[config.mk]
export PLATFORM = sky130hd
export DESIGN_NAME = cip_interp
export DESIGN_NICKNAME = d
export VERILOG_FILES = /design/src/inc/cip_pkg.sv /design/src/hdl/cip_interp.sv /design/src/hdl/cip_pmem.sv /design/src/hdl/cip_homing.sv
export VERILOG_INCLUDE_DIRS = /design/src /design/src/inc
export SDC_FILE = /design/constraint.sdc
export NUM_CORES = 2
export LEC_CHECK = 0
export BUFFER_PORTS_ARGS = -buffer_cell sky130_fd_sc_hd__buf_4
export CELL_PAD_IN_SITES_DETAIL_PLACEMENT = 1
export CELL_PAD_IN_SITES_GLOBAL_PLACEMENT = 2
export CORE_AREA = 2 2 513 719
export DETAILED_ROUTE_END_ITERATION = 10
export DIE_AREA = 0 0 515 721
export PLACE_DENSITY_LB_ADDON = 0.1
export SYNTH_ARGS = -nofsm -noshare
export SYNTH_HDL_FRONTEND = slang
export SYNTH_SLANG_ARGS = --single-unit
[constraint.sdc]
create_clock -name clk_in -period 3.61 [get_ports clk_in]
set_input_delay 0.5415 -clock clk_in [delete_from_list [all_inputs] [get_ports clk_in]]
set_output_delay 0.5415 -clock clk_in [all_outputs]
set_load 0.01 [all_outputs]
[src/inc/cip_defs.svh]
// Purpose: constants of the servo command interpreter
// Assumes: 32 working parameters of 32 bits
// Notes: mode codes are the values held in the initial-mode parameter
`ifndef CIP_DEFS_SVH
`define CIP_DEFS_SVH

// Parameter table
`define CIP_LAST_IDX 6'h1f
`define CIP_COPY_END 6'h20
`define CIP_PN_INIT_MODE 5'h0c
`define CIP_PN_JOG 5'h17
`define CIP_PN_CREEP 5'h18
`define CIP_PN_ORIGIN 5'h1d
`define CIP_LOCKED 32'h0000056f

// Factory values
`define CIP_FACT_INIT_MODE 32'h0000001d
`define CIP_FACT_JOG 32'h0000000a
`define CIP_FACT_CREEP 32'h00000002
`define CIP_FACT_ORIGIN 32'h00000000

// Mode codes
`define CIP_M_FOLLOW 8'h1d
`define CIP_M_ABS 8'h03
`define CIP_M_REL 8'h15
`define CIP_M_JOG_FWD 8'h81
`define CIP_M_JOG_REV 8'h83
`define CIP_M_HOME_FWD 8'h89
`define CIP_M_HOME_REV 8'h8b

// Override mask
`define CIP_MASK_RST 8'h00
`define CIP_MASK_ALL 8'hff

`endif

[src/inc/cip_pkg.sv]
// Purpose: types shared by the interpreter and its bench
// Assumes: commands arrive already tokenised
// Notes: none
package cip_pkg;

	// Command operations
	typedef enum logic [3:0] {
		OP_MODE, OP_TARGET, OP_VELOCITY, OP_HALT,
		OP_ECHO, OP_RESEND, OP_PQUERY, OP_PWRITE,
		OP_SAVE, OP_LOAD, OP_LOAD_PRIOR,
		OP_MASK_WRITE, OP_MASK_BIT, OP_MASK_ALL, OP_SERIAL_CTRL
	} cip_op_t;

	// Reply kinds
	typedef enum logic {REP_VALUE, REP_ECHO} cip_rep_t;

endpackage : cip_pkg

[src/hdl/cip_interp.sv]
// Purpose: servo drive command interpreter
// Assumes: commands arrive tokenised, one per handshake; one clock
// Notes: nonvolatile store is modelled as a two-generation memory
// What this block does
// - At power-on enter the mode held in initial-mode parameter; factory value is 29.
// - Legal mode codes: 29, 3, 21, 129, 131, 137, 139.
// - Step-train mode follows forward and backward pulse pins.
// - Absolute mode: target value is absolute; motion starts on target command only.
// - Mode changes keep accumulated position error; no displacement.
// - Moves of a revolution or more go the full amount without wrapping.
// - Relative mode: value adds to final target; motion starts on target command.
// - Jog forward at jog speed; velocity command changes it; halt stops.
// - Jog reverse at jog speed; velocity command changes it; halt stops.
// - Homing: jog speed, creep after switch edge, load origin on Z edge, stop.
// - Switch already on at start: move off opposite way, then search again.
// - Reverse homing is the forward sequence with directions inverted.
// - Echo command returns the last received mode, command and data.
// - Resend returns the last real reply, skipping any echo reply.
// - Parameter query replies with that parameter's working value.
// - Parameter write touches working copy only; unchangeable ones are not written.
// - Save stores working parameters into nonvolatile memory.
// - Load reads nonvolatile parameters into the working copy.
// - Prior load reads the previous nonvolatile generation.
// - Override mask resets to zero; a set bit lets serial control that function.
// - Mask bits: 0 servo, 1/2 inhibits, 5 brake, 6 alarm clear, 7 motion inhibit.
// - Mask all sets 255; single bits set by index and value.
`timescale 1ns/1ps
`include "cip_defs.svh"

module cip_interp (
	// Clock, reset, enable
	input wire clk_in,
	input wire rst_b_in,
	input wire ce_in,
	// Command stream
	input wire cmd_valid_in,
	input cip_pkg::cip_op_t cmd_op_in,
	input wire [4:0] cmd_idx_in,
	input wire [31:0] cmd_val_in,
	output logic cmd_ready_out,
	// Reply stream
	output logic rep_valid_out,
	output cip_pkg::cip_rep_t rep_kind_out,
	output cip_pkg::cip_op_t rep_op_out,
	output logic [4:0] rep_idx_out,
	output logic [31:0] rep_val_out,
	// Connector inputs
	input wire forward_pulse_pin_in,
	input wire backward_pulse_pin_in,
	input wire origin_limit_switch_in,
	input wire zphase_in,
	input wire [7:0] hw_ctrl_in,
	// Motion and control outputs
	output logic [7:0] mode_code_out,
	output logic [31:0] target_pos_out,
	output logic move_start_out,
	output logic signed [15:0] vel_cmd_out,
	output logic pos_load_out,
	output logic [31:0] pos_load_val_out,
	output logic [7:0] ctrl_out
);

	typedef enum logic [1:0] {ST_INIT, ST_IDLE, ST_QUERY, ST_COPY} cip_st_t;

	cip_st_t st_r;
	cip_st_t st_nxt;
	logic [5:0] cnt_r;
	logic [4:0] waddr_r;
	logic pend_r;
	logic save_r;
	logic bank_r;
	logic gen_r;
	logic take;
	logic is_copy;
	logic wk_we;
	logic [4:0] wk_wa;
	logic [31:0] wk_wd;
	logic [4:0] wk_ra;
	logic [31:0] wk_rd;
	logic nv_we;
	logic [31:0] nv_rd;
	logic [7:0] init_mode_r;
	logic [15:0] jog_r;
	logic [15:0] creep_r;
	logic [31:0] origin_r;
	logic [7:0] mode_r;
	logic [7:0] mode_nxt;
	logic [15:0] speed_r;
	logic halted_r;
	logic fwd_q;
	logic bwd_q;
	logic fwd_rise;
	logic bwd_rise;
	logic hstart;
	logic hhalt;
	logic signed [15:0] hom_vel;
	logic hom_load;
	logic [31:0] hom_val;
	logic [7:0] mask_r;
	logic [7:0] ser_r;
	cip_pkg::cip_op_t lrx_op_r;
	logic [4:0] lrx_idx_r;
	logic [31:0] lrx_val_r;
	cip_pkg::cip_op_t ltx_op_r;
	logic [4:0] ltx_idx_r;
	logic [31:0] ltx_val_r;

	// Parameter numbers the host may not change
	localparam logic [31:0] LOCKED_MAP = `CIP_LOCKED;

	// Factory parameter values
	function automatic logic [31:0] fact_val(input logic [4:0] idx);
		unique case (idx)
			`CIP_PN_INIT_MODE: return `CIP_FACT_INIT_MODE;
			`CIP_PN_JOG: return `CIP_FACT_JOG;
			`CIP_PN_CREEP: return `CIP_FACT_CREEP;
			`CIP_PN_ORIGIN: return `CIP_FACT_ORIGIN;
			default: return 32'h00000000;
		endcase
	endfunction : fact_val

	// Code names a known mode
	function automatic logic mode_ok(input logic [7:0] c);
		return c == `CIP_M_FOLLOW || c == `CIP_M_ABS || c == `CIP_M_REL ||
			c == `CIP_M_JOG_FWD || c == `CIP_M_JOG_REV ||
			c == `CIP_M_HOME_FWD || c == `CIP_M_HOME_REV;
	endfunction : mode_ok

	// Homing mode code
	function automatic logic is_home(input logic [7:0] c);
		return c == `CIP_M_HOME_FWD || c == `CIP_M_HOME_REV;
	endfunction : is_home

	assign take = cmd_valid_in & cmd_ready_out & ce_in;
	assign is_copy = cmd_op_in == cip_pkg::OP_SAVE || cmd_op_in == cip_pkg::OP_LOAD ||
		cmd_op_in == cip_pkg::OP_LOAD_PRIOR;
	assign fwd_rise = forward_pulse_pin_in & ~fwd_q;
	assign bwd_rise = backward_pulse_pin_in & ~bwd_q;
	assign mode_nxt = mode_ok(cmd_val_in[7:0]) ? cmd_val_in[7:0] : `CIP_M_FOLLOW;
	assign hstart = take && cmd_op_in == cip_pkg::OP_MODE && is_home(mode_nxt);
	assign hhalt = take && (cmd_op_in == cip_pkg::OP_HALT ||
		(cmd_op_in == cip_pkg::OP_MODE && !is_home(mode_nxt)));

	// Next sequencer state
	always_comb begin
		st_nxt = st_r;
		unique case (st_r)
			ST_INIT: if (cnt_r == `CIP_LAST_IDX) st_nxt = ST_IDLE;
			ST_IDLE: if (take) begin
				if (cmd_op_in == cip_pkg::OP_PQUERY)
					st_nxt = ST_QUERY;
				else if (is_copy)
					st_nxt = ST_COPY;
			end
			ST_QUERY: st_nxt = ST_IDLE;
			ST_COPY: if (pend_r && cnt_r == `CIP_COPY_END) st_nxt = ST_IDLE;
		endcase
	end

	// Sequencer: factory fill, query wait, parameter copy
	always_ff @(posedge clk_in or negedge rst_b_in) begin
		if (!rst_b_in) begin
			st_r <= ST_INIT;
			cnt_r <= 6'h00;
			pend_r <= 1'b0;
			waddr_r <= 5'h00;
			save_r <= 1'b0;
			bank_r <= 1'b0;
			gen_r <= 1'b0;
			cmd_ready_out <= 1'b0;
		end else if (ce_in) begin
			st_r <= st_nxt;
			cmd_ready_out <= st_nxt == ST_IDLE;
			pend_r <= 1'b0;
			if (st_r == ST_INIT) begin
				cnt_r <= cnt_r + 6'h01;
			end else if (st_r == ST_COPY) begin
				pend_r <= cnt_r < `CIP_COPY_END;
				waddr_r <= cnt_r[4:0];
				if (cnt_r < `CIP_COPY_END)
					cnt_r <= cnt_r + 6'h01;
				if (st_nxt == ST_IDLE && save_r)
					gen_r <= ~gen_r;
			end else if (take && is_copy) begin
				cnt_r <= 6'h00;
				save_r <= cmd_op_in == cip_pkg::OP_SAVE;
				bank_r <= (cmd_op_in == cip_pkg::OP_LOAD) ? gen_r : ~gen_r;
			end
		end
	end

	// Memory port steering
	always_comb begin
		wk_we = 1'b0;
		wk_wa = cnt_r[4:0];
		wk_wd = fact_val(cnt_r[4:0]);
		nv_we = 1'b0;
		if (st_r == ST_INIT) begin
			wk_we = 1'b1;
		end else if (st_r == ST_COPY && pend_r) begin
			wk_wa = waddr_r;
			wk_wd = nv_rd;
			wk_we = !save_r;
			nv_we = save_r;
		end else if (take && cmd_op_in == cip_pkg::OP_PWRITE &&
			!LOCKED_MAP[cmd_idx_in]) begin
			wk_we = 1'b1;
			wk_wa = cmd_idx_in;
			wk_wd = cmd_val_in;
		end
	end
	assign wk_ra = (st_r == ST_COPY) ? cnt_r[4:0] : cmd_idx_in;

	// Working parameter copy
	cip_pmem #(.AW(5), .DW(32)) u_work (
		.clk_in(clk_in),
		.ce_in(ce_in),
		.we_in(wk_we),
		.waddr_in(wk_wa),
		.wdata_in(wk_wd),
		.raddr_in(wk_ra),
		.rdata_out(wk_rd)
	);

	// Nonvolatile store, two generations
	cip_pmem #(.AW(6), .DW(32)) u_nv (
		.clk_in(clk_in),
		.ce_in(ce_in),
		.we_in(nv_we),
		.waddr_in({bank_r, waddr_r}),
		.wdata_in(wk_rd),
		.raddr_in({bank_r, cnt_r[4:0]}),
		.rdata_out(nv_rd)
	);

	// Shadows of parameters the motion logic uses
	always_ff @(posedge clk_in or negedge rst_b_in) begin
		if (!rst_b_in) begin
			init_mode_r <= `CIP_M_FOLLOW;
			jog_r <= 16'h0000;
			creep_r <= 16'h0000;
			origin_r <= 32'h00000000;
		end else if (ce_in && wk_we) begin
			if (wk_wa == `CIP_PN_INIT_MODE)
				init_mode_r <= wk_wd[7:0];
			if (wk_wa == `CIP_PN_JOG)
				jog_r <= wk_wd[15:0];
			if (wk_wa == `CIP_PN_CREEP)
				creep_r <= wk_wd[15:0];
			if (wk_wa == `CIP_PN_ORIGIN)
				origin_r <= wk_wd;
		end
	end

	cip_homing u_home (
		.clk_in(clk_in),
		.rst_b_in(rst_b_in),
		.ce_in(ce_in),
		.start_in(hstart),
		.reverse_in(mode_nxt == `CIP_M_HOME_REV),
		.abort_in(hhalt),
		.switch_in(origin_limit_switch_in),
		.zphase_in(zphase_in),
		.jog_in(jog_r),
		.creep_in(creep_r),
		.origin_in(origin_r),
		.vel_out(hom_vel),
		.load_out(hom_load),
		.load_val_out(hom_val)
	);

	// Mode, speed and target
	always_ff @(posedge clk_in or negedge rst_b_in) begin
		if (!rst_b_in) begin
			mode_r <= `CIP_M_FOLLOW;
			speed_r <= 16'h0000;
			halted_r <= 1'b0;
			target_pos_out <= 32'h00000000;
			move_start_out <= 1'b0;
			fwd_q <= 1'b0;
			bwd_q <= 1'b0;
		end else if (ce_in) begin
			fwd_q <= forward_pulse_pin_in;
			bwd_q <= backward_pulse_pin_in;
			move_start_out <= 1'b0;
			if (st_r == ST_INIT && st_nxt == ST_IDLE) begin
				mode_r <= mode_ok(init_mode_r) ? init_mode_r : `CIP_M_FOLLOW;
				speed_r <= jog_r;
			end
			// Target keeps running across mode changes
			if (mode_r == `CIP_M_FOLLOW && fwd_rise != bwd_rise) begin
				target_pos_out <= fwd_rise ? target_pos_out + 32'h00000001
					: target_pos_out - 32'h00000001;
			end
			if (take) begin
				unique case (cmd_op_in)
					cip_pkg::OP_MODE: begin
						mode_r <= mode_nxt;
						speed_r <= jog_r;
						halted_r <= 1'b0;
					end
					cip_pkg::OP_VELOCITY: speed_r <= cmd_val_in[15:0];
					cip_pkg::OP_HALT: halted_r <= 1'b1;
					cip_pkg::OP_TARGET: if (mode_r == `CIP_M_ABS) begin
						target_pos_out <= cmd_val_in;
						move_start_out <= 1'b1;
						halted_r <= 1'b0;
					end else if (mode_r == `CIP_M_REL) begin
						target_pos_out <= target_pos_out + cmd_val_in;
						move_start_out <= 1'b1;
						halted_r <= 1'b0;
					end
					default: ;
				endcase
			end
		end
	end
	assign mode_code_out = mode_r;

	// Velocity command and origin load
	always_ff @(posedge clk_in or negedge rst_b_in) begin
		if (!rst_b_in) begin
			vel_cmd_out <= 16'sh0000;
			pos_load_out <= 1'b0;
			pos_load_val_out <= 32'h00000000;
		end else if (ce_in) begin
			pos_load_out <= hom_load;
			pos_load_val_out <= hom_val;
			if (is_home(mode_r))
				vel_cmd_out <= hom_vel;
			else if (halted_r || mode_r == `CIP_M_FOLLOW)
				vel_cmd_out <= 16'sh0000;
			else if (mode_r == `CIP_M_JOG_REV)
				vel_cmd_out <= -$signed(speed_r);
			else
				vel_cmd_out <= $signed(speed_r);
		end
	end

	// Override mask and serial control bits
	always_ff @(posedge clk_in or negedge rst_b_in) begin
		if (!rst_b_in) begin
			mask_r <= `CIP_MASK_RST;
			ser_r <= 8'h00;
			ctrl_out <= 8'h00;
		end else if (ce_in) begin
			ctrl_out <= (hw_ctrl_in & ~mask_r) | (ser_r & mask_r);
			if (take) begin
				unique case (cmd_op_in)
					cip_pkg::OP_MASK_WRITE: mask_r <= cmd_val_in[7:0];
					cip_pkg::OP_MASK_ALL: mask_r <= `CIP_MASK_ALL;
					cip_pkg::OP_MASK_BIT: mask_r[cmd_idx_in[2:0]] <= cmd_val_in[0];
					cip_pkg::OP_SERIAL_CTRL: ser_r[cmd_idx_in[2:0]] <= cmd_val_in[0];
					default: ;
				endcase
			end
		end
	end

	// Replies and the received and sent history
	always_ff @(posedge clk_in or negedge rst_b_in) begin
		if (!rst_b_in) begin
			rep_valid_out <= 1'b0;
			rep_kind_out <= cip_pkg::REP_VALUE;
			rep_op_out <= cip_pkg::OP_MODE;
			rep_idx_out <= 5'h00;
			rep_val_out <= 32'h00000000;
			lrx_op_r <= cip_pkg::OP_MODE;
			lrx_idx_r <= 5'h00;
			lrx_val_r <= 32'h00000000;
			ltx_op_r <= cip_pkg::OP_MODE;
			ltx_idx_r <= 5'h00;
			ltx_val_r <= 32'h00000000;
		end else if (ce_in) begin
			rep_valid_out <= 1'b0;
			if (take && cmd_op_in != cip_pkg::OP_ECHO && cmd_op_in != cip_pkg::OP_RESEND) begin
				lrx_op_r <= cmd_op_in;
				lrx_idx_r <= cmd_idx_in;
				lrx_val_r <= cmd_val_in;
			end
			if (take && cmd_op_in == cip_pkg::OP_ECHO) begin
				rep_valid_out <= 1'b1;
				rep_kind_out <= cip_pkg::REP_ECHO;
				rep_op_out <= lrx_op_r;
				rep_idx_out <= lrx_idx_r;
				rep_val_out <= lrx_val_r;
			end else if (take && cmd_op_in == cip_pkg::OP_RESEND) begin
				rep_valid_out <= 1'b1;
				rep_kind_out <= cip_pkg::REP_VALUE;
				rep_op_out <= ltx_op_r;
				rep_idx_out <= ltx_idx_r;
				rep_val_out <= ltx_val_r;
			end else if (st_r == ST_QUERY) begin
				rep_valid_out <= 1'b1;
				rep_kind_out <= cip_pkg::REP_VALUE;
				rep_op_out <= cip_pkg::OP_PQUERY;
				rep_idx_out <= lrx_idx_r;
				rep_val_out <= wk_rd;
				ltx_op_r <= cip_pkg::OP_PQUERY;
				ltx_idx_r <= lrx_idx_r;
				ltx_val_r <= wk_rd;
			end
		end
	end
endmodule : cip_interp

[src/hdl/cip_pmem.sv]
// Purpose: parameter word memory with registered read
// Assumes: one write and one read port
// Notes: read during write returns the old word
`timescale 1ns/1ps

module cip_pmem #(
	parameter int AW = 5,
	parameter int DW = 32
) (
	// Clock and enable
	input wire clk_in,
	input wire ce_in,
	// Write port
	input wire we_in,
	input wire [AW-1:0] waddr_in,
	input wire [DW-1:0] wdata_in,
	// Read port
	input wire [AW-1:0] raddr_in,
	output logic [DW-1:0] rdata_out
);

	logic [DW-1:0] mem_r [0:(1<<AW)-1];

	// Storage and read register
	always_ff @(posedge clk_in) begin
		if (ce_in) begin
			if (we_in)
				mem_r[waddr_in] <= wdata_in;
			rdata_out <= mem_r[raddr_in];
		end
	end

endmodule : cip_pmem

[src/hdl/cip_homing.sv]
// Purpose: origin search sequencer
// Assumes: switch and Z-phase inputs synchronous to clk_in
// Notes: a stop here is velocity zero; the profile outside decelerates
`timescale 1ns/1ps

module cip_homing (
	// Clock, reset, enable
	input wire clk_in,
	input wire rst_b_in,
	input wire ce_in,
	// Control
	input wire start_in,
	input wire reverse_in,
	input wire abort_in,
	// Sensors
	input wire switch_in,
	input wire zphase_in,
	// Parameters
	input wire [15:0] jog_in,
	input wire [15:0] creep_in,
	input wire [31:0] origin_in,
	// Results
	output logic signed [15:0] vel_out,
	output logic load_out,
	output logic [31:0] load_val_out
);

	typedef enum logic [2:0] {H_IDLE, H_ESCAPE, H_SEEK, H_CREEP, H_STOP} cip_hst_t;

	cip_hst_t st_r;
	logic rev_r;
	logic sw_q;
	logic z_q;
	logic sw_rise;
	logic z_rise;

	// Signed speed toward a direction
	function automatic logic signed [15:0] dirv(input logic backward_pulse_pin, input logic [15:0] mag);
		logic signed [15:0] m;
		m = $signed(mag);
		return backward_pulse_pin ? -m : m;
	endfunction : dirv

	assign sw_rise = switch_in & ~sw_q;
	assign z_rise = zphase_in & ~z_q;

	// Edge history
	always_ff @(posedge clk_in or negedge rst_b_in) begin
		if (!rst_b_in) begin
			sw_q <= 1'b0;
			z_q <= 1'b0;
		end else if (ce_in) begin
			sw_q <= switch_in;
			z_q <= zphase_in;
		end
	end

	// Search sequence
	always_ff @(posedge clk_in or negedge rst_b_in) begin
		if (!rst_b_in) begin
			st_r <= H_IDLE;
			rev_r <= 1'b0;
			vel_out <= 16'sh0000;
			load_out <= 1'b0;
			load_val_out <= 32'h00000000;
		end else if (ce_in) begin
			load_out <= 1'b0;
			if (abort_in) begin
				st_r <= H_IDLE;
				vel_out <= 16'sh0000;
			end else begin
				unique case (st_r)
					H_IDLE: if (start_in) begin
						rev_r <= reverse_in;
						if (switch_in) begin
							st_r <= H_ESCAPE;
							vel_out <= dirv(!reverse_in, jog_in);
						end else begin
							st_r <= H_SEEK;
							vel_out <= dirv(reverse_in, jog_in);
						end
					end
					H_ESCAPE: if (!switch_in) begin
						st_r <= H_SEEK;
						vel_out <= dirv(rev_r, jog_in);
					end
					H_SEEK: if (sw_rise) begin
						st_r <= H_CREEP;
						vel_out <= dirv(rev_r, creep_in);
					end
					H_CREEP: if (z_rise) begin
						st_r <= H_STOP;
						load_out <= 1'b1;
						load_val_out <= origin_in;
						vel_out <= 16'sh0000;
					end
					H_STOP: st_r <= H_IDLE;
				endcase
			end
		end
	end
endmodule : cip_homing

# Yosys cells after proc, flatten, opt, wreduce, memory -nomap -nowiden
# Memory sizes are Yosys's and may differ from the RTL's. A register that Yosys moved wholly into a read port is not among the register bits.
# Cells that the tools add are included.
[word_totals]
reg_bits = 400
latch_bits = 0
ram_bits = 3072
mem_bits_ro = 32
in_bits = 57
output_inout_bits = 142
elab_cells = 302
mem_count = 3
[mem_list]
columns = ["memory", "words", "word_bits", "rd", "rd_clocked_by_memory_dff", "write_ports", "line_no", "rtl"]
rows = [
  ["u_nv.mem_r", 64, 32, 1, 1, 1, "cip_pmem.sv:22", "logic [DW-1:0] mem_r [0:(1<<AW)-1];"],
  ["u_work.mem_r", 32, 32, 1, 1, 1, "cip_pmem.sv:22", ""],
  ["(name not given)", 32, 1, 1, 0, 0, "cip_interp.sv:206", "!LOCKED_MAP[cmd_idx_in]) begin"],
]
[op_classes]
n_addsub = 7
n_mul = 0
n_div = 0
magnitude_cmp = 4
n_eq_ne = 62
shifts = 0
mux = 98
n_bitwise = 20
reduce_logical = 65
[op_table]
columns = ["cell", "n"]
rows = [
  ["32-bit two-way mux", 12],
  ["16-bit two-way mux", 15],
  ["8-bit == test, second input constant", 13],
  ["16-bit one-hot mux with 4 select lines", 1],
  ["8-bit by 5-bit == test with 1-bit output, second input constant", 6],
  ["16-bit negator", 3],
  ["8-bit two-way mux", 5],
  ["5-bit two-way mux", 7],
  ["32-bit by 1-bit adder with 32-bit output, second input constant", 1],
  ["32-bit adder", 1],
  ["16-bit one-hot mux with 2 select lines", 1],
  ["32-bit by 1-bit subtractor with 32-bit output, second input constant", 1],
  ["1-bit two-way mux", 31],
  ["4-bit == test, second input constant", 7],
  ["5-bit == test, second input constant", 5],
  ["8-bit by 2-bit == test with 1-bit output, second input constant", 3],
  ["6-bit two-way mux", 4],
  ["8-bit one-hot mux with 3 select lines", 1],
  ["4-bit AND reduction", 6],
  ["1-bit logical AND", 18],
  ["1-bit logical OR", 18],
  ["8-bit AND", 2],
  ["8-bit bitwise mux", 2],
  ["4-bit by 3-bit == test with 1-bit output, second input constant", 4],
  ["41 further kinds", 89],
]

# Depth between registers and ports, before layout
[depth]
ltp_word = 16
ltp_mapped = 13
ltp_nobuf = 12

# Modules after synthesis
# A second synthesis with hierarchy kept.
[hier_totals]
hier_cells = 7915
hier_area_um2 = 142716.9
[modules_own_cells]
columns = ["module", "n_inst", "cells_each", "area_each_um2", "seq_area_each_um2"]
rows = [
  ["cip_pmem at u_nv", 1, 3382, 78982.0, 62459.9],
  ["cip_pmem at u_work", 1, 2262, 40814.1, 31710.4],
  ["cip_interp", 1, 1941, 19552.5, 8643.3],
  ["cip_homing", 1, 330, 3368.2, 1376.3],
]

# Worst setup path after synthesis
# No wires, ideal clock.
[synth_path]
path_kind = "input to register"
startpoint = "input cmd_op_in[3]"
endpoint = "memory u_work.mem_r[31][0], enable pin"
setup_time_ps = 421
t_arrival_ps = 3472
required_ps = 3189
slack_ps = -283
path_stages = 9
n_path_buf = 2
cell_sequence = "buf_6 -> nand2b_4 -> nor3_4 -> o21ai_2 -> a21oi_4 -> o22ai_1 -> or3_1 -> buf_2 -> nor2_1"
[synth_via]
elab_chain_len = 9
elab_cells_between_ends = 12
classes_between = "eq/ne: 1; mux: 9; reduce/logical: 2"
[synth_lines]
columns = ["element", "line_no", "rtl"]
rows = [
  ["from (decl)", "cip_interp.sv:37", "input cip_pkg::cip_op_t cmd_op_in,"],
  ["4-bit by 3-bit == test with 1-bit output (*)", "cip_interp.sv:205", "end else if (take && cmd_op_in == cip_pkg::OP_PWRITE &&"],
  ["1-bit logical AND (*) (2 in series)", "cip_interp.sv:205", ""],
  ["1-bit two-way mux", "cip_interp.sv:205", ""],
  ["1-bit two-way mux", "cip_interp.sv:200", "end else if (st_r == ST_COPY && pend_r) begin"],
  ["1-bit two-way mux", "cip_interp.sv:198", "if (st_r == ST_INIT) begin"],
  ["1-bit two-way mux", "cip_pmem.sv:27", "if (we_in)"],
  ["1-bit two-way mux", "cip_pmem.sv:26", "if (ce_in) begin"],
  ["1-bit two-way mux (not written as such)", "cip_pmem.sv:28", "mem_r[waddr_in] <= wdata_in;"],
  ["to (decl)", "cip_pmem.sv:22", ""],
]
# Every way passes the cells marked *; elsewhere a longest branch is shown, timed or not.

# Final worst setup path
[layout_path]
startpoint = "register st_r[0]"
endpoint = "register u_work.rdata_out[19], read port of u_work.mem_r, data pin"
[layout_via]
elab_chain_len = 2
[layout_lines]
columns = ["element", "line_no", "rtl"]
rows = [
  ["from (decl)", "cip_interp.sv:65", "cip_st_t st_r;"],
  ["from (signal assigned)", "cip_interp.sv:172", "st_r <= st_nxt;"],
  ["2-bit == test", "cip_interp.sv:212", "assign wk_ra = (st_r == ST_COPY) ? cnt_r[4:0] : cmd_idx_in;"],
  ["5-bit two-way mux", "cip_interp.sv:212", ""],
  ["to (decl)", "cip_pmem.sv:19", "output logic [DW-1:0] rdata_out"],
]
# No other way between the ends.
# A chain may end at the register's enable or synchronous reset.

==> flow_summary.json <==
{
  "cp.arrival_ps": 4280,
  "hold_path.class": "primary input to register",
  "io_buffers": 198,
  "dieWidth_um": 515,
  "wl_met3_mm": 15.7,
  "postLayoutSetupSlackWorst_ps": 83.5,
  "design_area_sq_um": 167000,
  "fmax_mhz": 284,
  "reg2reg_from": "st_r[0]$_DFFE_PN0P_",
  "setup-violations-final": 0,
  "synth.most_common_cell": "edfxtp_1",
  "drc": 0,
  "totalPowerFinal_mw": 115,
  "ant_nets": 0,
  "cts_sinks": 3536,
  "switching_share_pct": 29.4,
  "end_kind": "register",
  "grt_pass1_vias": 80044,
  "maxCapViolCount": 0,
  "clockBufferDepth": 4,
  "fin_nets": 8159,
  "path_class": "register to register",
  "cts-root-buf": "clkbuf_16",
  "p_switching_mw": 33.9,
  "dp_hpwl_mm": 276,
  "wl_met1_mm": 168,
  "yosys-top-cells-area": "edfxtp_1, mux4_2, dfrtp_1",
  "finalClockSkew_ps": 52.3,
  "min_period_over_period_pct": 97.7,
  "start_kind": "register",
  "overflow": 0,
  "fin_crit_ps": 3530,
  "min-delay-start": "cmd_val_in[12]",
  "ir_worst_vdd_mv": 0.435,
  "ys_types": 98,
  "cts_setup_buffers": 0,
  "internal_power_mw": 81.5,
  "cts_buffers": 360,
  "io-pin-count": 199,
  "rsz0062_at_grt": "false",
  "postSynthAreaPerCell_sq_um": 19.4,
  "first_pass_iters": 5,
  "cellLeakagePower_nw": 55.1,
  "powerDensity_nw_per_um2": 690,
  "crit_fanout": 17,
  "ys.flop_type": "edfxtp_1",
  "status": "finished, final reports clean",
  "routed_via_density": 5.64,
  "drv_slew": 0,
  "worst_pin_slew_ps": 1120,
  "grt_max_degree": 82,
  "yosys_warnings": 0,
  "top_layer": "met4",
  "clkPwrFrac_pct": 32.3,
  "core_sq_um": 365000,
  "detailedPlace.worstSlack_ps": -248,
  "die-area_sq_um": 371000,
  "grt_pass1_wl_mm": 611,
  "ys_seq_elements": 3536,
  "crit_path_start": "st_r[0]$_DFFE_PN0P_",
  "worstSkewPairLatency_ps": 930,
  "grt_usage_pct": 23.0,
  "clk_pin_slew_worst_paths_ps": 60,
  "h-tree-depth": 5,
  "drive_gt1_share_pct": 31.3,
  "yosysSeqAreaShare_pct": 73.5,
  "initial_core_util_pct": 38.8,
  "syn_to_final_growth_pct": 18.0,
  "wl_mm": 428,
  "finalHoldViolCount": 0,
  "synth_top_area_share_pct": 66.5,
  "dieHeight_um": 721,
  "synth_area_leader_cell": "edfxtp_1",
  "route.vias.total": 73904,
  "synth_cells": 7299,
  "syn_area_sq_um": 142000,
  "dpl_cell_area_sq_um": 155000,
  "wl_per_cell_um": 32.7,
  "crit_required_ps": 4360,
  "routabilityCongestion": 0.835,
  "antenna_found_initial": 21,
  "relSlewSlack_pct": 25.3,
  "synthTopCellsByCount": "edfxtp_1, mux4_2, nand2_1",
  "synth_nets": 7428,
  "r2r_slack_ps": 80,
  "cts_tree": "built",
  "p_comb_share_pct": 24.8,
  "drt_iter0_markers": 5819,
  "rows": 263,
  "seqPwrFrac_pct": 42.9,
  "wl_met2_mm": 232,
  "synth_enable_flop_cells": 3136,
  "synth-async-reset-ratio_pct": 11.3
}
## what timing repair did
action | CTS | global route
gates cloned | 0 | 0
gates resized for setup | 2 | 6
hold endpoints to repair | 95 | 0
pin swaps | 0 | 1
setup endpoints to repair | 1 | 6
hold buffers | 30 | 0
## kinds of logic (layout without fill, tap and decap cells)
| kind of cell | after synthesis | in the layout | synth area share [%] |
|---|---|---|---|
| AOI/OAI and AO/OA | 707 | 707 | 3.12 |
| buffers and inverters | 459 | 1474 | 1.29 |
| other | 0 | 9 | 0 |
| muxes | 1218 | 1218 | 17.0 |
| xor gates and xnor gates | 104 | 104 | 0.643 |
| and+or+nand+nor | 1203 | 1203 | 3.74 |
| DFF | 3536 | 3536 | 73.5 |
| adders and majority gates | 72 | 72 | 0.646 |
## power by group through the flow
stage | Sequential [mW] | Clock, mW | Combinational (mW)
floorplan | 50.4 | 0 | 16.3
finish | 49.5 | 37.3 | 28.6
global route | 49.7 | 39.6 | 30.7
CTS | 49.6 | 38.2 | 29.2
detailed placement | 50.4 | 0 | 29.0
global placement | 50.4 | 0 | 28.6
## flip-flops by register name (all words and copies together), names as in the netlist, 16 cells and up
name	cells
vel_cmd_out	16
lrx_val_r	32
speed_r	16
u_nv.rdata_out	32
u_work.rdata_out	32
rep_val_out	32
origin_r	32
u_work.mem_r	1024
pos_load_val_out	32
creep_r	16
jog_r	16
target_pos_out	32
ltx_val_r	32
u_home.load_val_out	32
u_home.vel_out	16
u_nv.mem_r	2048
## layout by cell type (no fill, tap or decap), types with 21 or more instances in the layout
master | synthesis | routed
o21ai_0 | 231 | 228
xnor2_1 | 61 | 61
a22oi_1 | 39 | 39
clkbuf_1 | 297 | 78
a21oi_4 | 1 | 33
a21oi_1 | 162 | 129
o31ai_1 | 21 | 21
mux2_2 | 210 | 209
a221oi_1 | 21 | 21
clkbuf_16 | 0 | 363
a21o_1 | 26 | 25
nor3_1 | 23 | 21
buf_4 | 3 | 551
nor2b_1 | 24 | 24
clkinv_1 | 0 | 59
mux4_2 | 928 | 928
nand2_1 | 587 | 586
dfrtp_1 | 392 | 386
edfxtp_1 | 3136 | 3136
a31oi_1 | 29 | 28
buf_12 | 1 | 200
clkinv_2 | 0 | 67
nor2_4 | 1 | 95
inv_1 | 44 | 42
mux2i_1 | 61 | 57
nand3_1 | 188 | 187
nand2b_1 | 27 | 26
xor2_1 | 43 | 43
o22ai_1 | 33 | 33
dlygate4sd3_1 | 0 | 30
ha_1 | 70 | 70
nor2_1 | 250 | 156
bufinv_16 | 0 | 37
## worst paths after layout
| path | to | depth (start not counted) |
|---|---|---|
| worst max-delay path | u_work.rdata_out[19]$_DFFE_PP_ | 11 |
| worst min-delay path | lrx_val_r[12]$_DFFE_PN0P_ | 2 |
| worst max register to register | u_work.rdata_out[19]$_DFFE_PP_ | 11 |
| worst min register to register | rep_op_out[0]$_DFFE_PN0P_ | 1 |
| max in group asynchronous | pos_load_val_out[20]$_DFFE_PN0P_ | 4 |
| min in group asynchronous | rep_val_out[20]$_DFFE_PN0P_ | 2 |
## per-stage QoR
| step | TNS (ps) | hold slack (ps) | utilization, % | instances |
|---|---|---|---|---|
| after floorplan | -98560 | 246 | - | 7299 |
| after global placement | -3680 | 452 | 42.5 | 12408 |
| after detailed placement | -917 | 474 | 42.5 | 12408 |
| after CTS | 0 | 3.33 | 45.8 | 13084 |
| after global routing | 0 | 27.4 | 45.8 | 13085 |
| final | 0 | 80.9 | 45.8 | 13093 |
## worst max-delay path: stages, from the launching register on
cell and delay (ps):
dfrtp_1 420, ha_1 290, buf_4 200, buf_4 150, o21ai_4 760, buf_4 410
nand2_1 100, nand3_1 180, nand2_1 170, buf_12 180, o21ai_0 320, buf_4 170
## routing by layer
metal  vias to the layer above  GRT usage [%]
li1                      31116              -
met1                     40667           28.4
met2                      1585           42.6
met3                       536           2.52
met4                         0           6.18
met5                         -              0
## layout make-up
cell class | instances | area, sq um
timing repair buffer | 783 | 8470
clock buffer | 445 | 9430
inverter | 45 | 169
antenna | 9 | 22.5
tap | 4770 | 5970
sequential | 3536 | 104000
clock inverter | 201 | 2080
multi-input combinational | 3304 | 36900
fill | 33653 | 198000
Power figures use the tool's default switching activity.
